===== src/hdl/gdo_pkg.sv =====
// Package for the port direction and output level register block.
// Assumes a single peripheral clock and a plain register port.
package gdo_pkg;
	// ------------------------------------------------------------
	// Widths and register offsets
	// ------------------------------------------------------------
	localparam int PIN_COUNT = 8;
	localparam int ADDR_W    = 8;
	localparam logic [ADDR_W-1:0] OFS_DRIVE_ENABLE        = 8'h00;
	localparam logic [ADDR_W-1:0] OFS_DRIVE_ENABLE_SET    = 8'h01;
	localparam logic [ADDR_W-1:0] OFS_DRIVE_ENABLE_CLEAR  = 8'h02;
	localparam logic [ADDR_W-1:0] OFS_DRIVE_ENABLE_TOGGLE = 8'h03;
	localparam logic [ADDR_W-1:0] OFS_PIN_LEVEL           = 8'h04;
	localparam logic [ADDR_W-1:0] OFS_LEVEL_SET           = 8'h05;
	localparam logic [ADDR_W-1:0] OFS_LEVEL_CLEAR         = 8'h06;
	localparam logic [ADDR_W-1:0] OFS_POLARITY_INVERT     = 8'h07;
	localparam logic [PIN_COUNT-1:0] RESET_BYTE  = 8'h00;
	localparam logic [PIN_COUNT-1:0] UNMAPPED_RD = 8'h00;

	// ------------------------------------------------------------
	// Types
	// ------------------------------------------------------------
	typedef logic [PIN_COUNT-1:0] gdo_byte_t;

	// Register port request
	typedef struct packed {
		logic [ADDR_W-1:0] addr;
		gdo_byte_t         wdata;
		logic              wr;
		logic              rd;
	} gdo_req_s;

	// Pad-side driver signals
	typedef struct packed {
		gdo_byte_t level;
		gdo_byte_t oe;
	} gdo_pad_s;

	typedef enum logic [1:0] {
		GDO_OP_NONE,
		GDO_OP_LOAD,
		GDO_OP_SET,
		GDO_OP_CLEAR
	} gdo_op_e;
endpackage : gdo_pkg


===== src/hdl/gdo_bit_reg.sv =====
// Eight-bit register with load, set, clear and toggle updates.
// Assumes the caller decodes one operation per cycle.
module gdo_bit_reg
	import gdo_pkg::*;
(
	input  wire logic      clock,
	input  wire logic      rst_b,
	input  wire gdo_op_e   op,
	input  wire logic      toggle,
	input  wire gdo_byte_t wdata,
	output gdo_byte_t      value
);
	// ------------------------------------------------------------
	// Update
	// ------------------------------------------------------------
	// Zero bits of an alias write leave the target alone
	always_ff @(posedge clock) begin
		if (!rst_b) begin
			value <= RESET_BYTE;
		end else if (toggle) begin
			value <= value ^ wdata;
		end else begin
			case (op)
				GDO_OP_LOAD:  value <= wdata;
				GDO_OP_SET:   value <= value | wdata;
				GDO_OP_CLEAR: value <= value & ~wdata;
				default:      value <= value;
			endcase
		end
	end
endmodule : gdo_bit_reg


===== src/hdl/gdo_pad_map.sv =====
// Pad mapping: enable gates the level, optional per-pin inversion.
// Assumes the pad cells take output, enable and give raw input.
module gdo_pad_map
	import gdo_pkg::*;
(
	input  wire gdo_byte_t driveEnable,
	input  wire gdo_byte_t pinLevel,
	input  wire gdo_byte_t invert,
	input  wire gdo_byte_t padIn,
	output gdo_pad_s       padNext,
	output gdo_byte_t      inNext
);
	// ------------------------------------------------------------
	// Mapping
	// ------------------------------------------------------------
	// Level reaches the pad only when the driver is on
	always_comb begin
		padNext.oe    = driveEnable;
		padNext.level = (pinLevel ^ invert) & driveEnable;
		inNext        = padIn ^ invert;
	end
endmodule : gdo_pad_map


===== src/hdl/gdo_port.sv =====
// Direction and output level registers for an eight pin port.
// Assumes synchronous register port, pad cells outside, one clock.
// Summary of operation
// [RULE1] Drive-enable bit 0 turns the driver off, 1 turns it on.
// [RULE2] Drive-enable never touches the input buffer; sense config alone does.
// [RULE3] Writing 1 to the drive-enable set alias sets that bit.
// [RULE4] Writing 1 to the drive-enable clear alias clears that bit.
// [RULE5] Writing 1 to the drive-enable toggle alias inverts that bit.
// [RULE6] Reading any drive-enable alias returns the drive-enable register.
// [RULE7] Zero bits in alias writes leave the target bit unchanged.
// [RULE8] Level bit 0 drives low, 1 drives high.
// [RULE9] Level bit reaches the pad only while the driver is enabled.
// [RULE10] Writing 1 to the level set alias sets that level bit.
// [RULE11] Writing 1 to the level clear alias clears that level bit.
// [RULE12] Reading either level alias returns the level register.
// [RULE13] Polarity invert 1 flips input and output between register and pad.
// [RULE14] Reset clears drive-enable and level to all zeros.
module gdo_port
	import gdo_pkg::*;
(
	input  wire logic              clock,
	input  wire logic              rst_b,
	input  wire gdo_pkg::gdo_req_s req,
	input  wire gdo_pkg::gdo_byte_t padIn,
	input  wire gdo_pkg::gdo_byte_t inputEnable,
	output gdo_pkg::gdo_byte_t     rdata,
	output gdo_pkg::gdo_pad_s      pad,
	output gdo_pkg::gdo_byte_t     pinInput
);
	import gdo_pkg::*;

	// ------------------------------------------------------------
	// Decode
	// ------------------------------------------------------------
	gdo_op_e   dirOp;
	gdo_op_e   lvlOp;
	logic      dirToggle;
	logic      invWrite;
	gdo_byte_t driveEnable;
	gdo_byte_t pinLevel;
	gdo_byte_t invert;
	gdo_pad_s  next_pad;
	gdo_byte_t next_in;
	gdo_byte_t next_rdata;

	// One operation per write, picked by offset
	always_comb begin
		dirOp     = GDO_OP_NONE;
		lvlOp     = GDO_OP_NONE;
		dirToggle = 1'b0;
		invWrite  = 1'b0;
		if (req.wr) begin
			case (req.addr)
				OFS_DRIVE_ENABLE:        dirOp = GDO_OP_LOAD;
				OFS_DRIVE_ENABLE_SET:    dirOp = GDO_OP_SET; // [RULE3]
				OFS_DRIVE_ENABLE_CLEAR:  dirOp = GDO_OP_CLEAR; // [RULE4]
				OFS_DRIVE_ENABLE_TOGGLE: dirToggle = 1'b1; // [RULE5]
				OFS_PIN_LEVEL:           lvlOp = GDO_OP_LOAD;
				OFS_LEVEL_SET:           lvlOp = GDO_OP_SET; // [RULE10]
				OFS_LEVEL_CLEAR:         lvlOp = GDO_OP_CLEAR; // [RULE11]
				OFS_POLARITY_INVERT:     invWrite = 1'b1;
				default:                 dirOp = GDO_OP_NONE;
			endcase
		end
	end

	// ------------------------------------------------------------
	// Registers
	// ------------------------------------------------------------
	// Alias updates only touch ones, no read-modify-write needed
	gdo_bit_reg uDir (
		.clock  (clock),
		.rst_b  (rst_b),
		.op     (dirOp),
		.toggle (dirToggle),
		.wdata  (req.wdata),
		.value  (driveEnable)
	); // [RULE7] [RULE14]

	gdo_bit_reg uLvl (
		.clock  (clock),
		.rst_b  (rst_b),
		.op     (lvlOp),
		.toggle (1'b0),
		.wdata  (req.wdata),
		.value  (pinLevel)
	); // [RULE7] [RULE14]

	// Polarity invert bits, one per pin
	always_ff @(posedge clock) begin
		if (!rst_b) begin
			invert <= RESET_BYTE;
		end else if (invWrite) begin
			invert <= req.wdata;
		end
	end

	// ------------------------------------------------------------
	// Read path
	// ------------------------------------------------------------
	// Aliases hold nothing of their own
	always_comb begin
		case (req.addr)
			OFS_DRIVE_ENABLE,
			OFS_DRIVE_ENABLE_SET,
			OFS_DRIVE_ENABLE_CLEAR,
			OFS_DRIVE_ENABLE_TOGGLE: next_rdata = driveEnable; // [RULE6]
			OFS_PIN_LEVEL,
			OFS_LEVEL_SET,
			OFS_LEVEL_CLEAR:         next_rdata = pinLevel; // [RULE12]
			OFS_POLARITY_INVERT:     next_rdata = invert;
			default:                 next_rdata = UNMAPPED_RD;
		endcase
	end

	// Data valid only the cycle after the strobe
	always_ff @(posedge clock) begin
		if (!rst_b) begin
			rdata <= RESET_BYTE;
		end else if (req.rd) begin
			rdata <= next_rdata;
		end else begin
			rdata <= RESET_BYTE;
		end
	end

	// ------------------------------------------------------------
	// Pad side
	// ------------------------------------------------------------
	gdo_pad_map uMap (
		.driveEnable (driveEnable),
		.pinLevel    (pinLevel),
		.invert      (invert),
		.padIn       (padIn),
		.padNext     (next_pad),
		.inNext      (next_in)
	); // [RULE9] [RULE13]

	// Registered pad drive; costs one cycle of latency
	always_ff @(posedge clock) begin
		if (!rst_b) begin
			pad <= '0;
		end else begin
			pad <= next_pad; // [RULE1] [RULE8]
		end
	end

	// Input follows sense config only, direction plays no part
	always_ff @(posedge clock) begin
		if (!rst_b) begin
			pinInput <= RESET_BYTE;
		end else begin
			pinInput <= (next_in & inputEnable) | (pinInput & ~inputEnable); // [RULE2]
		end
	end

	// ------------------------------------------------------------
	// Address classes used by the checks
	// ------------------------------------------------------------
	// Offsets whose reads show the drive-enable register
	function automatic logic is_dir_view(input logic [ADDR_W-1:0] a);
		return (a == OFS_DRIVE_ENABLE) || (a == OFS_DRIVE_ENABLE_SET)
			|| (a == OFS_DRIVE_ENABLE_CLEAR) || (a == OFS_DRIVE_ENABLE_TOGGLE);
	endfunction

	// Offsets whose reads show the level register
	function automatic logic is_lvl_view(input logic [ADDR_W-1:0] a);
		return (a == OFS_PIN_LEVEL) || (a == OFS_LEVEL_SET) || (a == OFS_LEVEL_CLEAR);
	endfunction

	// Alias offsets; a zero written there must change nothing
	function automatic logic is_alias(input logic [ADDR_W-1:0] a);
		return (a == OFS_DRIVE_ENABLE_SET) || (a == OFS_DRIVE_ENABLE_CLEAR)
			|| (a == OFS_DRIVE_ENABLE_TOGGLE) || (a == OFS_LEVEL_SET)
			|| (a == OFS_LEVEL_CLEAR);
	endfunction

	// Holes in the map hold nothing and read as the idle value
	function automatic logic is_unmapped(input logic [ADDR_W-1:0] a);
		return !is_dir_view(a) && !is_lvl_view(a) && (a != OFS_POLARITY_INVERT);
	endfunction

	// ------------------------------------------------------------
	// Checks: direction register
	// ------------------------------------------------------------
	// Pad enable is the drive-enable register one edge later
	a_oe_follows_dir: assert property (@(posedge clock) disable iff (!rst_b) // [RULE1]
		##1 (pad.oe == $past(driveEnable)))
		else $error("pad enable does not follow drive enable");

	// Plain load takes the written byte whole
	a_dir_load_value: assert property (@(posedge clock) disable iff (!rst_b) // [RULE1]
		(req.wr && req.addr == OFS_DRIVE_ENABLE)
		|=> (driveEnable == $past(req.wdata)))
		else $error("drive enable load wrong");

	// Set alias only raises bits written as one
	a_dir_set_bits: assert property (@(posedge clock) disable iff (!rst_b) // [RULE3]
		(req.wr && req.addr == OFS_DRIVE_ENABLE_SET) |=>
		(driveEnable == ($past(driveEnable) | $past(req.wdata))))
		else $error("drive enable set alias wrong");

	// Clear alias only drops bits written as one
	a_dir_clr_bits: assert property (@(posedge clock) disable iff (!rst_b) // [RULE4]
		(req.wr && req.addr == OFS_DRIVE_ENABLE_CLEAR) |=>
		(driveEnable == ($past(driveEnable) & ~$past(req.wdata))))
		else $error("drive enable clear alias wrong");

	// Toggle alias flips bits written as one
	a_dir_tgl_bits: assert property (@(posedge clock) disable iff (!rst_b) // [RULE5]
		(req.wr && req.addr == OFS_DRIVE_ENABLE_TOGGLE) |=>
		(driveEnable == ($past(driveEnable) ^ $past(req.wdata))))
		else $error("drive enable toggle alias wrong");

	// ------------------------------------------------------------
	// Checks: level register and shared behaviour
	// ------------------------------------------------------------
	// Plain load takes the written byte whole
	a_lvl_load_value: assert property (@(posedge clock) disable iff (!rst_b) // [RULE8]
		(req.wr && req.addr == OFS_PIN_LEVEL)
		|=> (pinLevel == $past(req.wdata)))
		else $error("level load wrong");

	// Set alias only raises bits written as one
	a_lvl_set_bits: assert property (@(posedge clock) disable iff (!rst_b) // [RULE10]
		(req.wr && req.addr == OFS_LEVEL_SET) |=>
		(pinLevel == ($past(pinLevel) | $past(req.wdata))))
		else $error("level set alias wrong");

	// Clear alias only drops bits written as one
	a_lvl_clr_bits: assert property (@(posedge clock) disable iff (!rst_b) // [RULE11]
		(req.wr && req.addr == OFS_LEVEL_CLEAR) |=>
		(pinLevel == ($past(pinLevel) & ~$past(req.wdata))))
		else $error("level clear alias wrong");

	// An all-zero alias write is a no-op on both registers
	a_zero_write_keep: assert property (@(posedge clock) disable iff (!rst_b) // [RULE7]
		(req.wr && req.wdata == RESET_BYTE && is_alias(req.addr))
		|=> ($stable(driveEnable) && $stable(pinLevel)))
		else $error("zero alias write changed a register");

	// Only a write to one of their own offsets moves the two registers
	a_regs_hold_idle: assert property (@(posedge clock) disable iff (!rst_b)
		!(req.wr && (is_dir_view(req.addr) || is_lvl_view(req.addr)))
		|=> ($stable(driveEnable) && $stable(pinLevel)))
		else $error("register moved without a write");

	// Reset leaves every pin input-only and low
	a_reset_clear: assert property (@(posedge clock) // [RULE14]
		!rst_b
		|=> (driveEnable == RESET_BYTE && pinLevel == RESET_BYTE))
		else $error("reset did not clear registers");

	// ------------------------------------------------------------
	// Checks: read path
	// ------------------------------------------------------------
	// Every drive-enable view reads the register itself
	a_alias_read_dir: assert property (@(posedge clock) disable iff (!rst_b) // [RULE6]
		(req.rd && is_dir_view(req.addr))
		|=> (rdata == $past(driveEnable)))
		else $error("alias read not drive enable");

	// Every level view reads the register itself
	a_alias_read_lvl: assert property (@(posedge clock) disable iff (!rst_b) // [RULE12]
		(req.rd && is_lvl_view(req.addr)) |=> (rdata == $past(pinLevel)))
		else $error("alias read not level");

	// Polarity bits read back as held
	a_invert_read: assert property (@(posedge clock) disable iff (!rst_b) // [RULE13]
		(req.rd && req.addr == OFS_POLARITY_INVERT)
		|=> (rdata == $past(invert)))
		else $error("polarity read wrong");

	// Holes in the map read as the idle value
	a_unmapped_read: assert property (@(posedge clock) disable iff (!rst_b)
		(req.rd && is_unmapped(req.addr))
		|=> (rdata == UNMAPPED_RD))
		else $error("unmapped read not idle value");

	// Read data stand one cycle only; a stale byte would look like a read
	a_rdata_idle: assert property (@(posedge clock) disable iff (!rst_b)
		!req.rd |=> (rdata == RESET_BYTE))
		else $error("read data outside read cycle");

	// ------------------------------------------------------------
	// Checks: pad side
	// ------------------------------------------------------------
	// Pad level is the gated, optionally inverted level register
	a_level_gated: assert property (@(posedge clock) // [RULE8] [RULE9] [RULE13]
		disable iff (!rst_b)
		##1 (pad.level == (($past(pinLevel) ^ $past(invert)) & $past(driveEnable))))
		else $error("pad level wrong");

	// A pin whose driver is off never shows a high level
	a_oe_off_low: assert property (@(posedge clock) disable iff (!rst_b) // [RULE9]
		((pad.level & ~pad.oe) == RESET_BYTE))
		else $error("level driven on a disabled pin");

	// Polarity register loads the written byte whole
	a_invert_load: assert property (@(posedge clock) disable iff (!rst_b) // [RULE13]
		(req.wr && req.addr == OFS_POLARITY_INVERT) |=> (invert == $past(req.wdata)))
		else $error("polarity load wrong");

	// Enabled pins capture the pad through the polarity bit
	a_input_capture: assert property (@(posedge clock) disable iff (!rst_b) // [RULE13]
		(inputEnable != RESET_BYTE) |=>
		((pinInput & $past(inputEnable))
		== (($past(padIn) ^ $past(invert)) & $past(inputEnable))))
		else $error("pin input capture wrong");

	// With every buffer off, all pins keep their last input, whatever the direction
	a_input_held: assert property (@(posedge clock) disable iff (!rst_b) // [RULE2]
		(inputEnable == RESET_BYTE)
		|=> $stable(pinInput))
		else $error("input changed with buffer off");

	// Reset idles every output
	a_outputs_reset: assert property (@(posedge clock) // [RULE14]
		!rst_b |=> (pad.oe == RESET_BYTE && pad.level == RESET_BYTE
		&& rdata == RESET_BYTE && pinInput == RESET_BYTE))
		else $error("outputs not idle after reset");

	// ------------------------------------------------------------
	// Coverage of the main scenarios
	// ------------------------------------------------------------
	// Toggle alias with live bits
	c_dir_toggle: cover property (@(posedge clock) disable iff (!rst_b)
		req.wr && req.addr == OFS_DRIVE_ENABLE_TOGGLE && req.wdata != RESET_BYTE);

	// Some pin driven high
	c_level_high: cover property (@(posedge clock) disable iff (!rst_b)
		pad.level != RESET_BYTE);

	// Level read through an alias
	c_alias_read: cover property (@(posedge clock) disable iff (!rst_b)
		req.rd && req.addr == OFS_LEVEL_SET);

	// Inversion on a driven port
	c_inverted: cover property (@(posedge clock) disable iff (!rst_b)
		invert != RESET_BYTE && pad.oe != RESET_BYTE);

	// Inversion on the input path
	c_input_inverted: cover property (@(posedge clock) disable iff (!rst_b)
		inputEnable != RESET_BYTE && invert != RESET_BYTE);
endmodule : gdo_port


===== config.mk =====
export PLATFORM = sky130hd
export DESIGN_NAME = gdo_port
export DESIGN_NICKNAME = d
export VERILOG_FILES = /design/src/hdl/gdo_pkg.sv /design/src/hdl/gdo_bit_reg.sv /design/src/hdl/gdo_pad_map.sv /design/src/hdl/gdo_port.sv
export SDC_FILE = /design/constraint.sdc
export NUM_CORES = 1
export LEC_CHECK = 0
export BUFFER_PORTS_ARGS = -buffer_cell sky130_fd_sc_hd__buf_2
export CORE_ASPECT_RATIO = 0.8
export CORE_MARGIN = 10
export CORE_UTILIZATION = 30
export CTS_BUF_LIST = sky130_fd_sc_hd__clkbuf_8 sky130_fd_sc_hd__clkbuf_16
export DETAILED_ROUTE_END_ITERATION = 6
export PLACE_DENSITY_LB_ADDON = 0.15
export RECOVER_POWER = 50
export SYNTH_ARGS = -nofsm -noshare
export SYNTH_HDL_FRONTEND = slang
export SYNTH_SLANG_ARGS = --single-unit

===== constraint.sdc =====
create_clock -name clock -period 4.65 [get_ports clock]
set_input_delay 0.93 -clock clock [delete_from_list [all_inputs] [get_ports clock]]
set_output_delay 0.93 -clock clock [all_outputs]
set_load 0.02 [all_outputs]

==> results.txt <==
----------------------------------------------------
[Routing]
  Routed via count ... 2372
  Top metal layer carrying routed signals ... met4
  Post-route antenna net violation count ... 0
  DR WL/cell ... 17.5 µm
  Wire length after detailed routing ... 8250 µm
  Router iterations before antenna repair ... 4
  DR iter-0 viols ... 152
  Met1 Wirelength ... 4050 µm
  Total met2 wirelength after detailed routing ... 3590 µm
  DRC violations left ... 0
  Met3 WL ... 524 µm
  Via count normalized by instance count ... 5.04

[Worst setup path]
  Crit-path most repeated cell ... sky130_fd_sc_hd__clkbuf_1
  Worst endpoint required time ... 4.85 ns
  Arrival time of the worst setup path ... 3.14 ns
  Critical Path Sink Type ... flop
  Crit path launch type ... input pin
  Critical path peak fanout ... 28
  Critical-path top delay cell ... sky130_fd_sc_hd__clkbuf_1
  Classification of the worst setup path ... input pin to flop
  Longest individual stage delay on the worst path ... 0.78 ns
  Crit path cell chain ... clkbuf_1 > inv_1 > clkbuf_1 > a311oi_1

[Synthesis]
  Mapped cell area ... 0.00280 mm²
  Gate count after technology mapping ... 299
  Top flip-flop cell by instance count after synthesis ... sky130_fd_sc_hd__dfxtp_1
  Per-instance average area after synthesis ... 9.37 µm²
  Post-synthesis net count ... 351
  Async S/R FF share, synth ... 0%
  EDFF count, synth ... 0
  Total of warnings raised by yosys ... 0
  Dominant cell type by area after synthesis ... sky130_fd_sc_hd__dfxtp_1
  Part of the Yosys area used for sequential elements ... 40.0%
  Largest cells by area after synthesis ... sky130_fd_sc_hd__dfxtp_1, sky130_fd_sc_hd__ha_1, sky130_fd_sc_hd__mux2i_1, sky130_fd_sc_hd__xnor2_1, sky130_fd_sc_hd__nor2_1
  Number of distinct standard cells referenced by the synthesized netlist ... 32
  Total of flip-flops plus latches after synthesis ... 56
  Share of the synthesized area in the top cell type ... 40.0%

[Timing]
  FMAX ... 0.340 GHz
  RSZ-0062 raised after global routing ... no
  Worst Clk Skew ... 0.00230 ns
  Setup_tns ... 0 ns
  Setup violators final ... 0
  Worst slew pin tran ... 1.08 ns
  Final hold violations ... 0
  Relative slew slack ... 28.2%
  Final period demand of the worst path ... 2.94 ns
  Number of slew-limit violations in the final report ... 0
  Worst hold margin ... 0.499 ns
  Final period util ... 63.3%

[Pwr]
  Pwr/cell area ... 319 mW/mm²
  Reported leakage power ... 1.29 nW
  Highest ir drop seen on vdd ... 0.151 mV
  Sum of internal, switching and leakage power ... 1.05 mW

[Placed design]
  Last weighted congestion value of the routability-driven placer ... 0.788
  Number of I/O port buffers ... 67
  Post-detailed-placement half-perimeter wirelength ... 5860 µm
  Cell area after placement ... 0.00316 mm²

[Layout]
  Nets ... 407
  Commonest cells after routing, fill and taps aside ... sky130_fd_sc_hd__dfxtp_1, sky130_fd_sc_hd__buf_2, sky130_fd_sc_hd__clkbuf_1
  Commonest non-fill, non-tap cell in the layout ... sky130_fd_sc_hd__dfxtp_1
  Ratio of cells with drive above 1 in the final layout ... 15.7%
  Final core utilization ... 36.4%
  Area occupied by multi-input gates ... 0.00148 mm²
  Count of fill cells added during filler insertion ... 974
  Final Cell Area ... 0.00330 mm²
  Area grow syn2layout ... 17.9%
  Reg area ... 0.00112 mm²
  Antenna cells ... 0

[GRT]
  Total overflow reported by the global router ... 0
  Pin count of the biggest net entering global routing ... 35
  Via count of the first global-routing pass ... 2421
  Global-route wire length before repair ... 13300 µm
  Tot GR Track Use ... 12.2%
  Antenna violations before repair ... 0

[Floorplanning]
  I/O Pins ... 68
  Overall die width ... 128 µm
  Number of standard-cell rows in the floorplan ... 31
  Die area ... 0.0136 mm²
  Core area ... 0.00908 mm²
  Die height ... 106 µm
  Starting utilization of the core area ... 30.9%

[Clock network]
  Htree depth ... 2
  Clock Latency Late Sink ... 0.30 ns
  Clock-pin transition on the worst setup and hold timing paths ... 0.07 ns
  CTS root buf ... sky130_fd_sc_hd__clkbuf_16
  Number of buffers created by CTS ... 5
  Setup Buffers After CTS ... 0
  Sink count of the clock tree ... 56
  Post-cts repair resize count ... 0
  Hold buffer count at CTS ... 0
  Clock tree from TritonCTS ... built
  Number of buffers on the longest clock path ... 2

[Hold path]
  Worst min path class ... flop to flop

[Job]
  Max capacitance violation total ... 0

[Status]
  Result of the run ... complete, no violations

----------------------------------------------------
[cell type report]
cell class,instances,area share [%]
Clock buffer,7,4.62
Clock inverter,1,0.909
Inverter,17,1.93
Multi-Input combinational cell,205,44.8
Sequential cell,56,34.0
Tap cell,115,4.36
Timing Repair Buffer,70,9.47
[final timing paths]
path	from	endpoint	slack [ns]	cells after the start
worst min-delay path	flop	flop	0.50	2
worst max-delay path	rst_b	uDir.value[6]$_SDFFE_PN0P_	1.71	4
worst min register to register	flop	flop	0.50	2
worst max register to register	uDir.value[5]$_SDFFE_PN0P_	uDir.value[5]$_SDFFE_PN0P_	3.28	5
[stage by stage]
stage	instances	setup slack (ns)
after detailed placement	463	1.95
final	471	1.71
after global routing	471	1.37
after global placement	463	2.00
after floorplan	299	2.55
after CTS	471	2.26
[per-layer routing]
| metal | global-route usage, % | vias to the layer above |
|---|---|---|
| li1 | - | 1183 |
| met4 | 3.21 | 0 |
| met1 | 16.1 | 1114 |
| met2 | 18.5 | 69 |
| met5 | 0 | - |
| met3 | 4.27 | 6 |
[power by group]
group	switching (mW)	internal (mW)
combinational	0.0679	0.0368
clock	0.177	0.284
sequential	0.00322	0.485
[cells in the mapped netlist, types with 16 or more instances]
library cell / count
sky130_fd_sc_hd__nand4_1: 17
sky130_fd_sc_hd__mux2i_1: 16
sky130_fd_sc_hd__inv_1: 17
sky130_fd_sc_hd__nand2_1: 24
sky130_fd_sc_hd__xnor2_1: 16
sky130_fd_sc_hd__ha_1: 16
sky130_fd_sc_hd__dfxtp_1: 56
sky130_fd_sc_hd__a211oi_1: 16
sky130_fd_sc_hd__nor2_1: 33
[critical path: cells and delay by family]
| kind | cells | cell delay, ns |
|---|---|---|
| compound gates | 1 | 0.37 |
| buf+inv | 3 | 1.83 |
[kinds of logic (layout without fill, tap and decap cells)]
kind of cell,after synthesis,count (layout),share of synthesized area [%]
xor gates and xnor gates,17,17,5.31
muxes,24,24,8.93
and+or+nand+nor,100,100,18.1
buffers and inverters,38,95,7.23
AOI/OAI and AO/OA,48,48,13.2
DFF,56,56,40.0
adders and majority gates,16,16,7.15
Note: power is estimated with default switching activity, not from simulation.
